### src/msfm_pkg.sv
// Package of constants and types for the mode strap function mapper
`default_nettype none
package msfm_pkg;

    // ----------------------------------------------------------------
    // Operating modes
    // ----------------------------------------------------------------
    typedef enum logic [2:0]
    {
        MSFM_MODE_4HOST   = 3'h0,
        MSFM_MODE_OTG     = 3'h1,
        MSFM_MODE_OTG_ISA = 3'h2,
        MSFM_MODE_OTG_GP  = 3'h3,
        MSFM_MODE_INVALID = 3'h7
    } msfm_mode_t;

    // ----------------------------------------------------------------
    // Function targets
    // ----------------------------------------------------------------
    typedef enum logic [2:0]
    {
        MSFM_FN_OHCI   = 3'h0,
        MSFM_FN_EHCI   = 3'h1,
        MSFM_FN_OTG    = 3'h2,
        MSFM_FN_ISA    = 3'h3,
        MSFM_FN_GPIO   = 3'h4,
        MSFM_FN_UNUSED = 3'h7
    } msfm_fn_t;

    // Pin pattern {test, sel2, sel1, sel0, otgLow}
    localparam logic [4:0] MSFM_PAT_4HOST   = 5'h01;
    localparam logic [4:0] MSFM_PAT_OTG     = 5'h02;
    localparam logic [4:0] MSFM_PAT_OTG_ISA = 5'h04;
    localparam logic [4:0] MSFM_PAT_OTG_GP  = 5'h06;

    localparam int MSFM_NUM_FUNC  = 8;
    localparam int MSFM_NUM_STRAP = 6;
    localparam int MSFM_SYNC_LEN  = 2;

    // Strap bit positions in the sampled vector
    localparam int MSFM_STRAP_ERRMASK = 0;
    localparam int MSFM_STRAP_RDSIZE  = 1;
    localparam int MSFM_STRAP_AUXPWR  = 2;
    localparam int MSFM_STRAP_ASPM    = 3;
    localparam int MSFM_STRAP_AER     = 4;
    localparam int MSFM_STRAP_HIBWAKE = 5;

    // Reset values: internal pull defaults (pulls down on link pins, up on GP pins)
    localparam logic [5:0] MSFM_STRAP_RESET = 6'h38;
    localparam logic [4:0] MSFM_PINS_RESET  = 5'h01;

    localparam logic [7:0] MSFM_RDSIZE_LIMIT = 8'h80;

    // APB register offsets and fields
    localparam logic [11:0] MSFM_REG_MODE   = 12'h000;
    localparam logic [11:0] MSFM_REG_STRAP  = 12'h004;
    localparam logic [11:0] MSFM_REG_FUNC   = 12'h008;
    localparam logic [11:0] MSFM_REG_CTRL   = 12'h00c;
    localparam int          MSFM_MODE_VALID_BIT = 8;
    localparam int          MSFM_CTRL_RELATCH   = 0;
    localparam logic [31:0] MSFM_CTRL_RESET     = 32'h0;

endpackage
`default_nettype wire

### src/msfm_sync.sv
// Two flip-flop synchroniser for a vector of pin inputs
`default_nettype none
module msfm_sync #(
    parameter int        WIDTH = 1,
    parameter logic [WIDTH-1:0] INIT = '0
) (
    // Clock and reset
    input  wire logic             clk,
    input  wire logic             rst,
    // Data
    input  wire logic [WIDTH-1:0] pinIn,
    output logic      [WIDTH-1:0] pinOut
);
    logic [WIDTH-1:0] meta_q;

    always_ff @(posedge clk)
    begin
        if (rst)
        begin
            meta_q <= INIT;
            pinOut <= INIT;
        end
        else
        begin
            meta_q <= pinIn;
            pinOut <= meta_q;
        end
    end
endmodule
`default_nettype wire

### src/msfm_func_map.sv
// Function-to-controller lookup for one function slot
`default_nettype none
module msfm_func_map #(
    parameter int FUNC = 0
) (
    // Mode in, target out
    input  wire msfm_pkg::msfm_mode_t mode,
    output msfm_pkg::msfm_fn_t        target,
    output logic [1:0]                channel
);
    always_comb
    begin
        target  = msfm_pkg::MSFM_FN_UNUSED;
        channel = 2'h0;
        if (FUNC < 6)
        begin
            // Even slots OHCI, odd EHCI, channel is slot/2
            target  = (FUNC % 2 == 0) ? msfm_pkg::MSFM_FN_OHCI : msfm_pkg::MSFM_FN_EHCI;
            channel = 2'(FUNC / 2);
        end
        else
        begin
            case (mode)
                msfm_pkg::MSFM_MODE_4HOST:
                begin
                    target  = (FUNC == 6) ? msfm_pkg::MSFM_FN_OHCI : msfm_pkg::MSFM_FN_EHCI;
                    channel = 2'h3;
                end
                msfm_pkg::MSFM_MODE_OTG, msfm_pkg::MSFM_MODE_OTG_ISA, msfm_pkg::MSFM_MODE_OTG_GP:
                begin
                    if (FUNC == 6)
                    begin
                        target  = msfm_pkg::MSFM_FN_OTG;
                        channel = 2'h2;
                    end
                    else if (mode == msfm_pkg::MSFM_MODE_OTG_ISA)
                        target = msfm_pkg::MSFM_FN_ISA;
                    else if (mode == msfm_pkg::MSFM_MODE_OTG_GP)
                        target = msfm_pkg::MSFM_FN_GPIO;
                    else
                        target = msfm_pkg::MSFM_FN_UNUSED;
                end
                default:
                begin
                    target  = msfm_pkg::MSFM_FN_UNUSED;
                    channel = 2'h0;
                end
            endcase
        end
    end
endmodule
`default_nettype wire

### src/msfm_top.sv
// Mode strap function mapper: pin sampling, mode decode, strap outputs, APB view
`default_nettype none
module msfm_top (
    // Clock and reset
    input  wire logic        clk,
    input  wire logic        rst,
    // Mode select pins
    input  wire logic        testEnable,
    input  wire logic        mode_pick_bit0,
    input  wire logic        mode_pick_bit1,
    input  wire logic        mode_pick_bit2,
    input  wire logic        otg_select_low,
    // Bootstrap pins
    input  wire logic        link_status_pin0,
    input  wire logic        link_status_pin1,
    input  wire logic        link_status_pin2,
    input  wire logic        gp_pin_19,
    input  wire logic        gp_pin_20,
    input  wire logic        gp_pin_21,
    // APB slave
    input  wire logic        psel,
    input  wire logic        penable,
    input  wire logic        pwrite,
    input  wire logic [11:0] paddr,
    input  wire logic [31:0] pwdata,
    input  wire logic [3:0]  pstrb,
    output logic      [31:0] prdata,
    output logic             pready,
    output logic             pslverr,
    // Configuration outputs
    output logic      [2:0]  opMode,
    output logic             modeValid,
    output logic      [23:0] funcTarget,
    output logic      [15:0] funcChannel,
    output logic             pcieErrMask,
    output logic             readSizeLimit,
    output logic      [7:0]  readSizeMax,
    output logic             auxPowerPresent,
    output logic             aspmEnable,
    output logic             aerEnable,
    output logic             d3ColdWakeEnable,
    output logic             latched
);

    // ----------------------------------------------------------------
    // Pin synchronisers
    // ----------------------------------------------------------------
    logic [4:0] modePinsSync;
    logic [5:0] strapPinsSync;

    msfm_sync #(
        .WIDTH (5),
        .INIT  (msfm_pkg::MSFM_PINS_RESET)
    ) u_mode_sync (
        .clk    (clk),
        .rst    (rst),
        .pinIn  ({testEnable, mode_pick_bit2, mode_pick_bit1, mode_pick_bit0, otg_select_low}),
        .pinOut (modePinsSync)
    );

    msfm_sync #(
        .WIDTH (6),
        .INIT  (msfm_pkg::MSFM_STRAP_RESET)
    ) u_strap_sync (
        .clk    (clk),
        .rst    (rst),
        .pinIn  ({gp_pin_21, gp_pin_20, gp_pin_19, link_status_pin2, link_status_pin1, link_status_pin0}),
        .pinOut (strapPinsSync)
    );

    // ----------------------------------------------------------------
    // Latch window
    // ----------------------------------------------------------------
    // Sampling waits for the synchronisers to fill with post-reset pin levels
    logic [1:0] settle_q;
    logic       latched_q;
    logic       relatch_q;
    logic       sampleNow;

    assign sampleNow = !latched_q && (settle_q == 2'(msfm_pkg::MSFM_SYNC_LEN));

    always_ff @(posedge clk)
    begin
        if (rst || relatch_q)
            settle_q <= 2'h0;
        else if (settle_q != 2'(msfm_pkg::MSFM_SYNC_LEN))
            settle_q <= settle_q + 2'h1;
    end

    always_ff @(posedge clk)
    begin
        if (rst || relatch_q)
            latched_q <= 1'b0;
        else if (sampleNow)
            latched_q <= 1'b1;
    end

    // ----------------------------------------------------------------
    // Mode decode
    // ----------------------------------------------------------------
    msfm_pkg::msfm_mode_t modeDecoded;
    msfm_pkg::msfm_mode_t mode_q;
    logic [5:0]           strap_q;

    always_comb
    begin
        case (modePinsSync)
            msfm_pkg::MSFM_PAT_4HOST:   modeDecoded = msfm_pkg::MSFM_MODE_4HOST;
            msfm_pkg::MSFM_PAT_OTG:     modeDecoded = msfm_pkg::MSFM_MODE_OTG;
            msfm_pkg::MSFM_PAT_OTG_ISA: modeDecoded = msfm_pkg::MSFM_MODE_OTG_ISA;
            msfm_pkg::MSFM_PAT_OTG_GP:  modeDecoded = msfm_pkg::MSFM_MODE_OTG_GP;
            default:                    modeDecoded = msfm_pkg::MSFM_MODE_INVALID;
        endcase
    end

    always_ff @(posedge clk)
    begin
        if (rst)
        begin
            mode_q  <= msfm_pkg::MSFM_MODE_4HOST;
            strap_q <= msfm_pkg::MSFM_STRAP_RESET;
        end
        else if (sampleNow)
        begin
            mode_q  <= modeDecoded;
            strap_q <= strapPinsSync;
        end
    end

    // ----------------------------------------------------------------
    // Function map, one slot per function
    // ----------------------------------------------------------------
    logic [23:0] fnTargetD;
    logic [15:0] fnChannelD;

    genvar gi;
    generate
        for (gi = 0; gi < msfm_pkg::MSFM_NUM_FUNC; gi++)
        begin : g_func
            msfm_pkg::msfm_fn_t slotTarget;
            msfm_func_map #(
                .FUNC (gi)
            ) u_map (
                .mode    (mode_q),
                .target  (slotTarget),
                .channel (fnChannelD[gi*2 +: 2])
            );
            assign fnTargetD[gi*3 +: 3] = slotTarget;
        end
    endgenerate

    // ----------------------------------------------------------------
    // Registered outputs
    // ----------------------------------------------------------------
    always_ff @(posedge clk)
    begin
        if (rst)
        begin
            opMode           <= 3'h0;
            modeValid        <= 1'b0;
            funcTarget       <= 24'h0;
            funcChannel      <= 16'h0;
            latched          <= 1'b0;
        end
        else
        begin
            opMode           <= mode_q;
            modeValid        <= latched_q && (mode_q != msfm_pkg::MSFM_MODE_INVALID);
            funcTarget       <= fnTargetD;
            funcChannel      <= fnChannelD;
            latched          <= latched_q;
        end
    end

    always_ff @(posedge clk)
    begin
        if (rst)
        begin
            pcieErrMask      <= 1'b1;
            readSizeLimit    <= 1'b0;
            readSizeMax      <= 8'h0;
            auxPowerPresent  <= 1'b0;
            aspmEnable       <= 1'b1;
            aerEnable        <= 1'b1;
            d3ColdWakeEnable <= 1'b0;
        end
        else
        begin
            pcieErrMask      <= !strap_q[msfm_pkg::MSFM_STRAP_ERRMASK];
            readSizeLimit    <= strap_q[msfm_pkg::MSFM_STRAP_RDSIZE];
            readSizeMax      <= strap_q[msfm_pkg::MSFM_STRAP_RDSIZE] ? msfm_pkg::MSFM_RDSIZE_LIMIT : 8'h0;
            auxPowerPresent  <= strap_q[msfm_pkg::MSFM_STRAP_AUXPWR];
            aspmEnable       <= strap_q[msfm_pkg::MSFM_STRAP_ASPM];
            aerEnable        <= strap_q[msfm_pkg::MSFM_STRAP_AER];
            d3ColdWakeEnable <= !strap_q[msfm_pkg::MSFM_STRAP_HIBWAKE];
        end
    end

    // ----------------------------------------------------------------
    // APB slave
    // ----------------------------------------------------------------
    // Zero wait states; pready stays high so every access ends in its first access cycle
    logic        apbWrite;
    logic        apbRead;
    logic        addrHit;
    logic [31:0] readMux;

    assign apbWrite = psel && penable && pwrite;
    assign apbRead  = psel && !penable && !pwrite;
    assign addrHit  = (paddr == msfm_pkg::MSFM_REG_MODE) || (paddr == msfm_pkg::MSFM_REG_STRAP)
                   || (paddr == msfm_pkg::MSFM_REG_FUNC) || (paddr == msfm_pkg::MSFM_REG_CTRL);

    always_comb
    begin
        readMux = 32'h0;
        case (paddr)
            msfm_pkg::MSFM_REG_MODE:  readMux = {23'h0, latched_q, 5'h0, mode_q};
            msfm_pkg::MSFM_REG_STRAP: readMux = {26'h0, strap_q};
            msfm_pkg::MSFM_REG_FUNC:  readMux = {8'h0, fnTargetD};
            msfm_pkg::MSFM_REG_CTRL:  readMux = 32'h0;
            default:                  readMux = 32'h0;
        endcase
    end

    // Re-latch is a self-clearing pulse so software can resample straps without a reset
    always_ff @(posedge clk)
    begin
        if (rst)
            relatch_q <= 1'b0;
        else
            relatch_q <= apbWrite && (paddr == msfm_pkg::MSFM_REG_CTRL) && pstrb[0]
                      && pwdata[msfm_pkg::MSFM_CTRL_RELATCH];
    end

    always_ff @(posedge clk)
    begin
        if (rst)
        begin
            prdata  <= 32'h0;
            pready  <= 1'b0;
            pslverr <= 1'b0;
        end
        else
        begin
            pready  <= 1'b1;
            if (apbRead)
                prdata <= readMux;
            if (psel && !penable)
                pslverr <= !addrHit;
            else if (!psel)
                pslverr <= 1'b0;
        end
    end

    // ----------------------------------------------------------------
    // Checks
    // ----------------------------------------------------------------
    errmask_polarity_a: assert property (@(posedge clk) disable iff (rst)
        pcieErrMask == !$past(strap_q[0]))
        else $error("error mask output has wrong polarity");
    rdsize_value_a: assert property (@(posedge clk) disable iff (rst)
        readSizeLimit |-> readSizeMax == 8'h80)
        else $error("read size limit not 128 bytes");
    aux_follow_a: assert property (@(posedge clk) disable iff (rst)
        auxPowerPresent == $past(strap_q[2]))
        else $error("aux power output mismatch");
    aspm_follow_a: assert property (@(posedge clk) disable iff (rst)
        aspmEnable == $past(strap_q[3]))
        else $error("ASPM enable mismatch");
    aer_follow_a: assert property (@(posedge clk) disable iff (rst)
        aerEnable == $past(strap_q[4]))
        else $error("AER enable mismatch");
    wake_polarity_a: assert property (@(posedge clk) disable iff (rst)
        d3ColdWakeEnable == !$past(strap_q[5]))
        else $error("D3 cold wake polarity wrong");
    strap_hold_a: assert property (@(posedge clk) disable iff (rst || relatch_q)
        latched_q |=> $stable(strap_q) && $stable(mode_q))
        else $error("latched values changed");
    latch_time_a: assert property (@(posedge clk)
        $fell(rst) |-> ##[2:3] latched_q)
        else $error("latch not taken after reset");
    fixed_funcs_a: assert property (@(posedge clk) disable iff (rst)
        !$past(rst) |-> funcTarget[17:0] == 18'h08208)
        else $error("functions 0 to 5 misplaced");
    f7_isa_a: assert property (@(posedge clk) disable iff (rst)
        opMode == 3'h2 && modeValid |-> funcTarget[23:21] == 3'h3 && funcTarget[20:18] == 3'h2)
        else $error("ISA mode function 7 wrong");
    decode_gpio_a: assert property (@(posedge clk) disable iff (rst)
        modePinsSync == 5'h06 |-> modeDecoded == msfm_pkg::MSFM_MODE_OTG_GP)
        else $error("GPIO mode decode wrong");

    cov_4host_c: cover property (@(posedge clk) modeValid && opMode == 3'h0);
    cov_isa_c:   cover property (@(posedge clk) modeValid && opMode == 3'h2);
    cov_gpio_c:  cover property (@(posedge clk) modeValid && opMode == 3'h3);
    cov_wake_c:  cover property (@(posedge clk) latched && d3ColdWakeEnable);

endmodule
`default_nettype wire

### config.mk
export PLATFORM = sky130hd
export DESIGN_NAME = msfm_top
export DESIGN_NICKNAME = d
export VERILOG_FILES = /design/src/msfm_pkg.sv /design/src/msfm_sync.sv /design/src/msfm_func_map.sv /design/src/msfm_top.sv
export SDC_FILE = /design/constraint.sdc
export NUM_CORES = 1
export LEC_CHECK = 0
export ABC_AREA = 1
export ABC_CLOCK_PERIOD_IN_PS = 2000
export BUFFER_PORTS_ARGS = -buffer_cell sky130_fd_sc_hd__buf_4
export CORE_ASPECT_RATIO = 1.75
export CORE_MARGIN = 2
export CORE_UTILIZATION = 34
export CTS_CLUSTER_SIZE = 10
export DETAILED_ROUTE_END_ITERATION = 7
export HOLD_SLACK_MARGIN = 0.15
export SLEW_MARGIN = 20
export SYNTH_ARGS = -nofsm -noshare
export SYNTH_HDL_FRONTEND = slang
export SYNTH_SLANG_ARGS = --single-unit
export TNS_END_PERCENT = 50
### constraint.sdc
create_clock -name clk -period 2 [get_ports clk]
set_clock_uncertainty 0.05 [all_clocks]
set_input_delay 0 -clock clk [delete_from_list [all_inputs] [get_ports clk]]
set_output_delay 0 -clock clk [all_outputs]
set_load 0.02 [all_outputs]
# Yosys cells after proc, flatten, opt, wreduce, memory -nomap -nowiden
# Index checks and enable logic that the tools add are counted.
[op_classes]
add_sub_neg = 1
eq_ne = 14
mux = 14
reduce_logical = 22
[ops]
columns = ["operator", "n"]
rows = [
  ["$pmux 24 s3", 1],
  ["$eq 12x4->1 const B", 2],
  ["$mux 16", 1],
  ["$eq 12x3->1 const B", 1],
  ["$logic_not 12->1", 1],
  ["$mux 12", 1],
  ["$pmux 3 s2", 2],
  ["$pmux 3 s4", 1],
  ["$eq 5x3->1 const B", 2],
  ["$logic_and 1x1->1", 9],
  ["$mux 8", 1],
  ["$eq 3x2->1 const B", 2],
  ["$logic_not 1->1", 6],
  ["$eq 5x1->1 const B", 1],
  ["$eq 5x2->1 const B", 1],
  ["$logic_or 1x1->1", 4],
  ["$mux 2", 2],
  ["$pmux 2 s2", 1],
  ["$eq 3x1->1 const B", 1],
  ["$logic_not 3->1", 1],
  ["$mux 1", 3],
  ["$mux 3", 1],
  ["$ne 3x3->1 const B", 1],
  ["$reduce_or 3->1", 1],
  ["4 further kinds", 4],
]
[word_totals]
reg_bits = 128
in_bits = 64
out_inout_bits = 93
word_cells = 77

# Logic depth before layout (Yosys ltp)
[depth]
depth_word = 6
depth_mapped = 9
mapped_depth_nobuf = 9

# Cells and area by module
# A second synthesis with hierarchy kept.
[unflattened]
cells_unflattened = 513
area_unflattened_um2 = 4171.5
[modules_own_cells]
columns = ["mod", "instances", "cells_each", "area_each_um2", "seq_area_each_um2"]
rows = [
  ["msfm_top", 1, 385, 3190.6, 1801.7],
  ["msfm_sync (u_strap_sync)", 1, 37, 336.6, 240.2],
  ["msfm_sync (u_mode_sync)", 1, 32, 290.3, 200.2],
  ["msfm_func_map (g_func[1].u_map ...)", 5, 7, 45.0, 0.0],
  ["msfm_func_map (g_func[7].u_map)", 1, 10, 45.0, 0.0],
  ["msfm_func_map (g_func[6].u_map)", 1, 8, 42.5, 0.0],
  ["msfm_func_map (g_func[0].u_map)", 1, 6, 41.3, 0.0],
]

# Least setup slack after synthesis
# No wires, ideal clock.
[synth_timing]
path_kind = "flip-flop to flip-flop"
startpoint = "register settle_q[0]"
endpoint = "register mode_q[1]"
setup_time_ns = 0.120
arrival_ns = 1.116
t_required_ns = 1.830
path_slack_ns = 0.714
path_stages_with_launch = 10
path_buffers = 0
synth_period_minus_slack_ns = 1.286
cell_sequence = "dfxtp_1 inv_1 ha_1 inv_2 nor2_4 inv_2 nor2_1 o211ai_1 nand2_1 a21oi_1"
[synth_via]
elab_chain_cells = 2
[synth_rtl]
columns = ["element", "line_no", "text"]
rows = [
  ["start: declaration", "msfm_top.sv:75", "logic [1:0] settle_q;"],
  ["start signal: assignment", "msfm_top.sv:87", "settle_q <= settle_q + 2'h1;"],
  ["$eq 2x2->1", "msfm_top.sv:80", "assign sampleNow = !latched_q && (settle_q == 2'(msfm_pkg::MSFM_SYNC_LEN));"],
  ["$logic_and 1x1->1", "msfm_top.sv:80", ""],
  ["end signal: assignment", "msfm_top.sv:120", "mode_q <= msfm_pkg::MSFM_MODE_4HOST;"],
  ["end signal: assignment", "msfm_top.sv:125", "mode_q <= modeDecoded;"],
  ["end: declaration", "msfm_top.sv:102", "msfm_pkg::msfm_mode_t mode_q;"],
]
# No other way between the ends.
# A chain may end at the register's enable or synchronous reset.

# Final worst setup path
[layout_timing]
startpoint = "input port psel"
endpoint = "register prdata[0]"
[layout_via]
elab_chain_cells = 2
[layout_rtl]
columns = ["element", "line_no", "text"]
rows = [
  ["start: declaration", "msfm_top.sv:21", "input wire logic psel,"],
  ["$logic_and 1x1->1 (2 in series)", "msfm_top.sv:209", "assign apbRead = psel && !penable && !pwrite;"],
  ["end signal: assignment", "msfm_top.sv:247", "prdata <= readMux;"],
  ["end: declaration", "msfm_top.sv:27", "output logic [31:0] prdata,"],
]
# No other way between the ends.

==> flow_summary.json <==
{
  "synthCells": 333,
  "pwr-share-clk": 0.401,
  "dr.pass1.iters": 4,
  "drive_gt1_frac": 0.272,
  "cts_buffer_depth": 2,
  "grt_setup_unrepaired": "no",
  "start_util": 0.352,
  "slew_headroom": 0.351,
  "fmax_ghz": 0.523,
  "grt_pass1_vias": 2108,
  "layout_commonest_cell": "buf_4",
  "numPortBuffers": 75,
  "place.gp.congestion": 0.766,
  "die-area_mm2": 0.00901,
  "fin_nets": 499,
  "crit_fanout": 11,
  "syn_area_per_cell_um2": 8.41,
  "post_synth_mux_area_share": 0,
  "power.switching_mw": 1.18,
  "drt_iter0_markers": 97,
  "slowest_delay_ps": 590,
  "end_kind": "register",
  "crit_start": "psel",
  "grt_pass1_wl_um": 9110,
  "die_w_um": 72.6,
  "worstHoldPathType": "primary input to register",
  "cts_resized": 0,
  "core-area_mm2": 0.00796,
  "final_antenna_net_count": 0,
  "synthAdderAreaFrac": 0.00447,
  "tns_ps": 0,
  "power_frac_comb": 0.196,
  "grtUsageTotal": 0.135,
  "cap_violations": 0,
  "cts_buffers": 9,
  "arrival_ps": 2110,
  "overflow": 0,
  "clk_latency_ps": 330,
  "synth-xor-area-share": 0,
  "tightest_slew_ps": 971,
  "cts_tree": "yes",
  "drc": 0,
  "htreeDepth": 3,
  "ys.warnings.count": 0,
  "p_leak_nw": 1.86,
  "mostFrequentLayoutCells": "buf_4, dfxtp_1, conb_1",
  "yosysSeqAreaShare": 0.493,
  "dieHeight_um": 124,
  "pwr_density_cell_mw_per_mm2": 1090,
  "dp_hpwl_um": 3920,
  "crit_path_start_kind": "primary input",
  "setup-violations-final": 0,
  "antenna_found_initial": 0,
  "vias": 2231,
  "switching_share": 0.282,
  "power_frac_seq": 0.404,
  "period_needed_ps": 1910,
  "area_growth_pct": 37.6,
  "root_buffer": "clkbuf_16",
  "hold_slack_ps": 187,
  "internal_power_mw": 3.01,
  "crit_required_ps": 2200,
  "wl_per_cell_um": 11.1,
  "hold_viol": 0,
  "critPathSlowestCell": "dlygate4sd3_1",
  "vdd_ir_drop_max_mv": 0.609,
  "grt_max_degree": 25,
  "synth_top_family_by_area": "buffers and inverters",
  "synth_compound_area_frac": 0.0621,
  "r2r_start": "settle_q[0]$_SDFFE_PP0P_",
  "finalWirelength_um": 5870,
  "cts.sinks": 69,
  "slew_violations": 0,
  "synthesis.area_mm2": 0.00280,
  "path_class": "primary input to register",
  "synthSimpleGateAreaFrac": 0.213,
  "crit_chain": "buf_4 -> dlygate4sd3_1 -> nand3_1 -> buf_4 -> inv_2 -> nand2_1 -> nor2_4 -> dlygate4sd3_1 -> nand2_1 -> a21oi_2",
  "worstHoldStart": "paddr[3]",
  "routed_via_density": 4.23,
  "ios": 157,
  "num_rows": 43,
  "synth-seq-cells": 69,
  "num_antenna_cells": 0,
  "fin_crit_sh": 0.956,
  "status": "complete, no violations",
  "ys_types": 32,
  "path_clk_slew_ps": 50
}
==> kinds of logic (layout without fill, tap and decap cells) <==
group           count (synthesis)  count (layout)
simple gates                  126             126
buf+inv                       106             165
flops                          69              69
compound gates                 30              30
fa+ha+maj                       1               1
other cells                     1              47
==> routing by layer <==
layer | global-route usage | vias up | part of all wire
met2 | 0.261 | 90 | 0.56
li1 | - | 1123 | -
met3 | 0.0380 | 9 | 0.059
met4 | 0.0868 | 0 | 0.028
met1 | 0.116 | 1009 | 0.35
met5 | 0 | - | 0
==> worst max-delay path: cells and delay by family <==
family	cells	cell delay (ps)
AOI/OAI and AO/OA	1	110
buffers and inverters	5	1590
and+or+nand+nor	4	400
==> layout make-up <==
type                            instances  area [um2]
Multi-Input combinational cell        204         958
Timing Repair Buffer                  113         938
Sequential cell                        69        1380
Clock buffer                           10         239
Fill cell                             778        4110
Tap cell                               90         113
Inverter                               37         139
Clock inverter                          5        85.1
==> state kept, by name (all words and copies together), names as in the netlist, 2 cells and up <==
| name | count |
|---|---|
| u_mode_sync.pinOut | 5 |
| prdata | 13 |
| funcTarget | 5 |
| mode_q | 3 |
| settle_q | 2 |
| funcChannel | 4 |
| u_mode_sync.meta_q | 5 |
| u_strap_sync.pinOut | 6 |
| u_strap_sync.meta_q | 6 |
| opMode | 3 |
| strap_q | 6 |
==> metrics by stage <==
stage	instances	total power, mW	utilization	cell area (um2)	setup slack (ps)
final	528	4.19	0.484	3850	88.9
after global routing	528	4.38	0.484	3850	4.59
after CTS	527	4.23	0.483	3850	118
after detailed placement	476	2.50	0.397	3160	483
after global placement	476	2.48	0.397	3160	564
after floorplan	379	2.29	-	2970	714
==> path summary, 6_finish.rpt <==
check	to	cells after the start	slack (ps)
min reg2reg	u_strap_sync.pinOut[0]$_SDFF_PP0_	2	350
min	prdata[2]$_SDFFE_PP0P_	8	190
max reg2reg	mode_q[1]$_SDFFE_PP0P_	9	480
max	prdata[0]$_SDFFE_PP0P_	10	90
==> power groups by stage <==
stage	clock network, mW	registers [mW]	logic [mW]
floorplan	0	1.79	0.502
global placement	0	1.72	0.758
detailed placement	0	1.72	0.781
CTS	1.71	1.69	0.827
global route	1.77	1.71	0.896
finish	1.68	1.69	0.819
==> synthesized netlist by cell type (all sizes together) <==
cell / instances / area share
buf: 67 / 0.17
dfxtp: 69 / 0.49
nor4: 2 / 0.0045
ha: 1 / 0.0045
o31ai: 1 / 0.0027
clkbuf: 2 / 0.0031
a21oi: 14 / 0.029
or2: 10 / 0.022
o211ai: 2 / 0.0054
nand2: 38 / 0.053
nand3: 18 / 0.034
conb: 1 / 0.0013
a211oi: 1 / 0.0027
and2: 2 / 0.0045
nor3: 6 / 0.013
o21a: 1 / 0.0027
nand4: 3 / 0.0067
nor2: 47 / 0.075
inv: 37 / 0.050
o21ai: 11 / 0.020
==> repair_timing <==
action,CTS,global route
setup endpoints to repair,0,3
hold endpoints to repair,42,0
hold buffers,36,0
setup buffers,0,1
No activity file was read; power rests on OpenSTA's default activity.
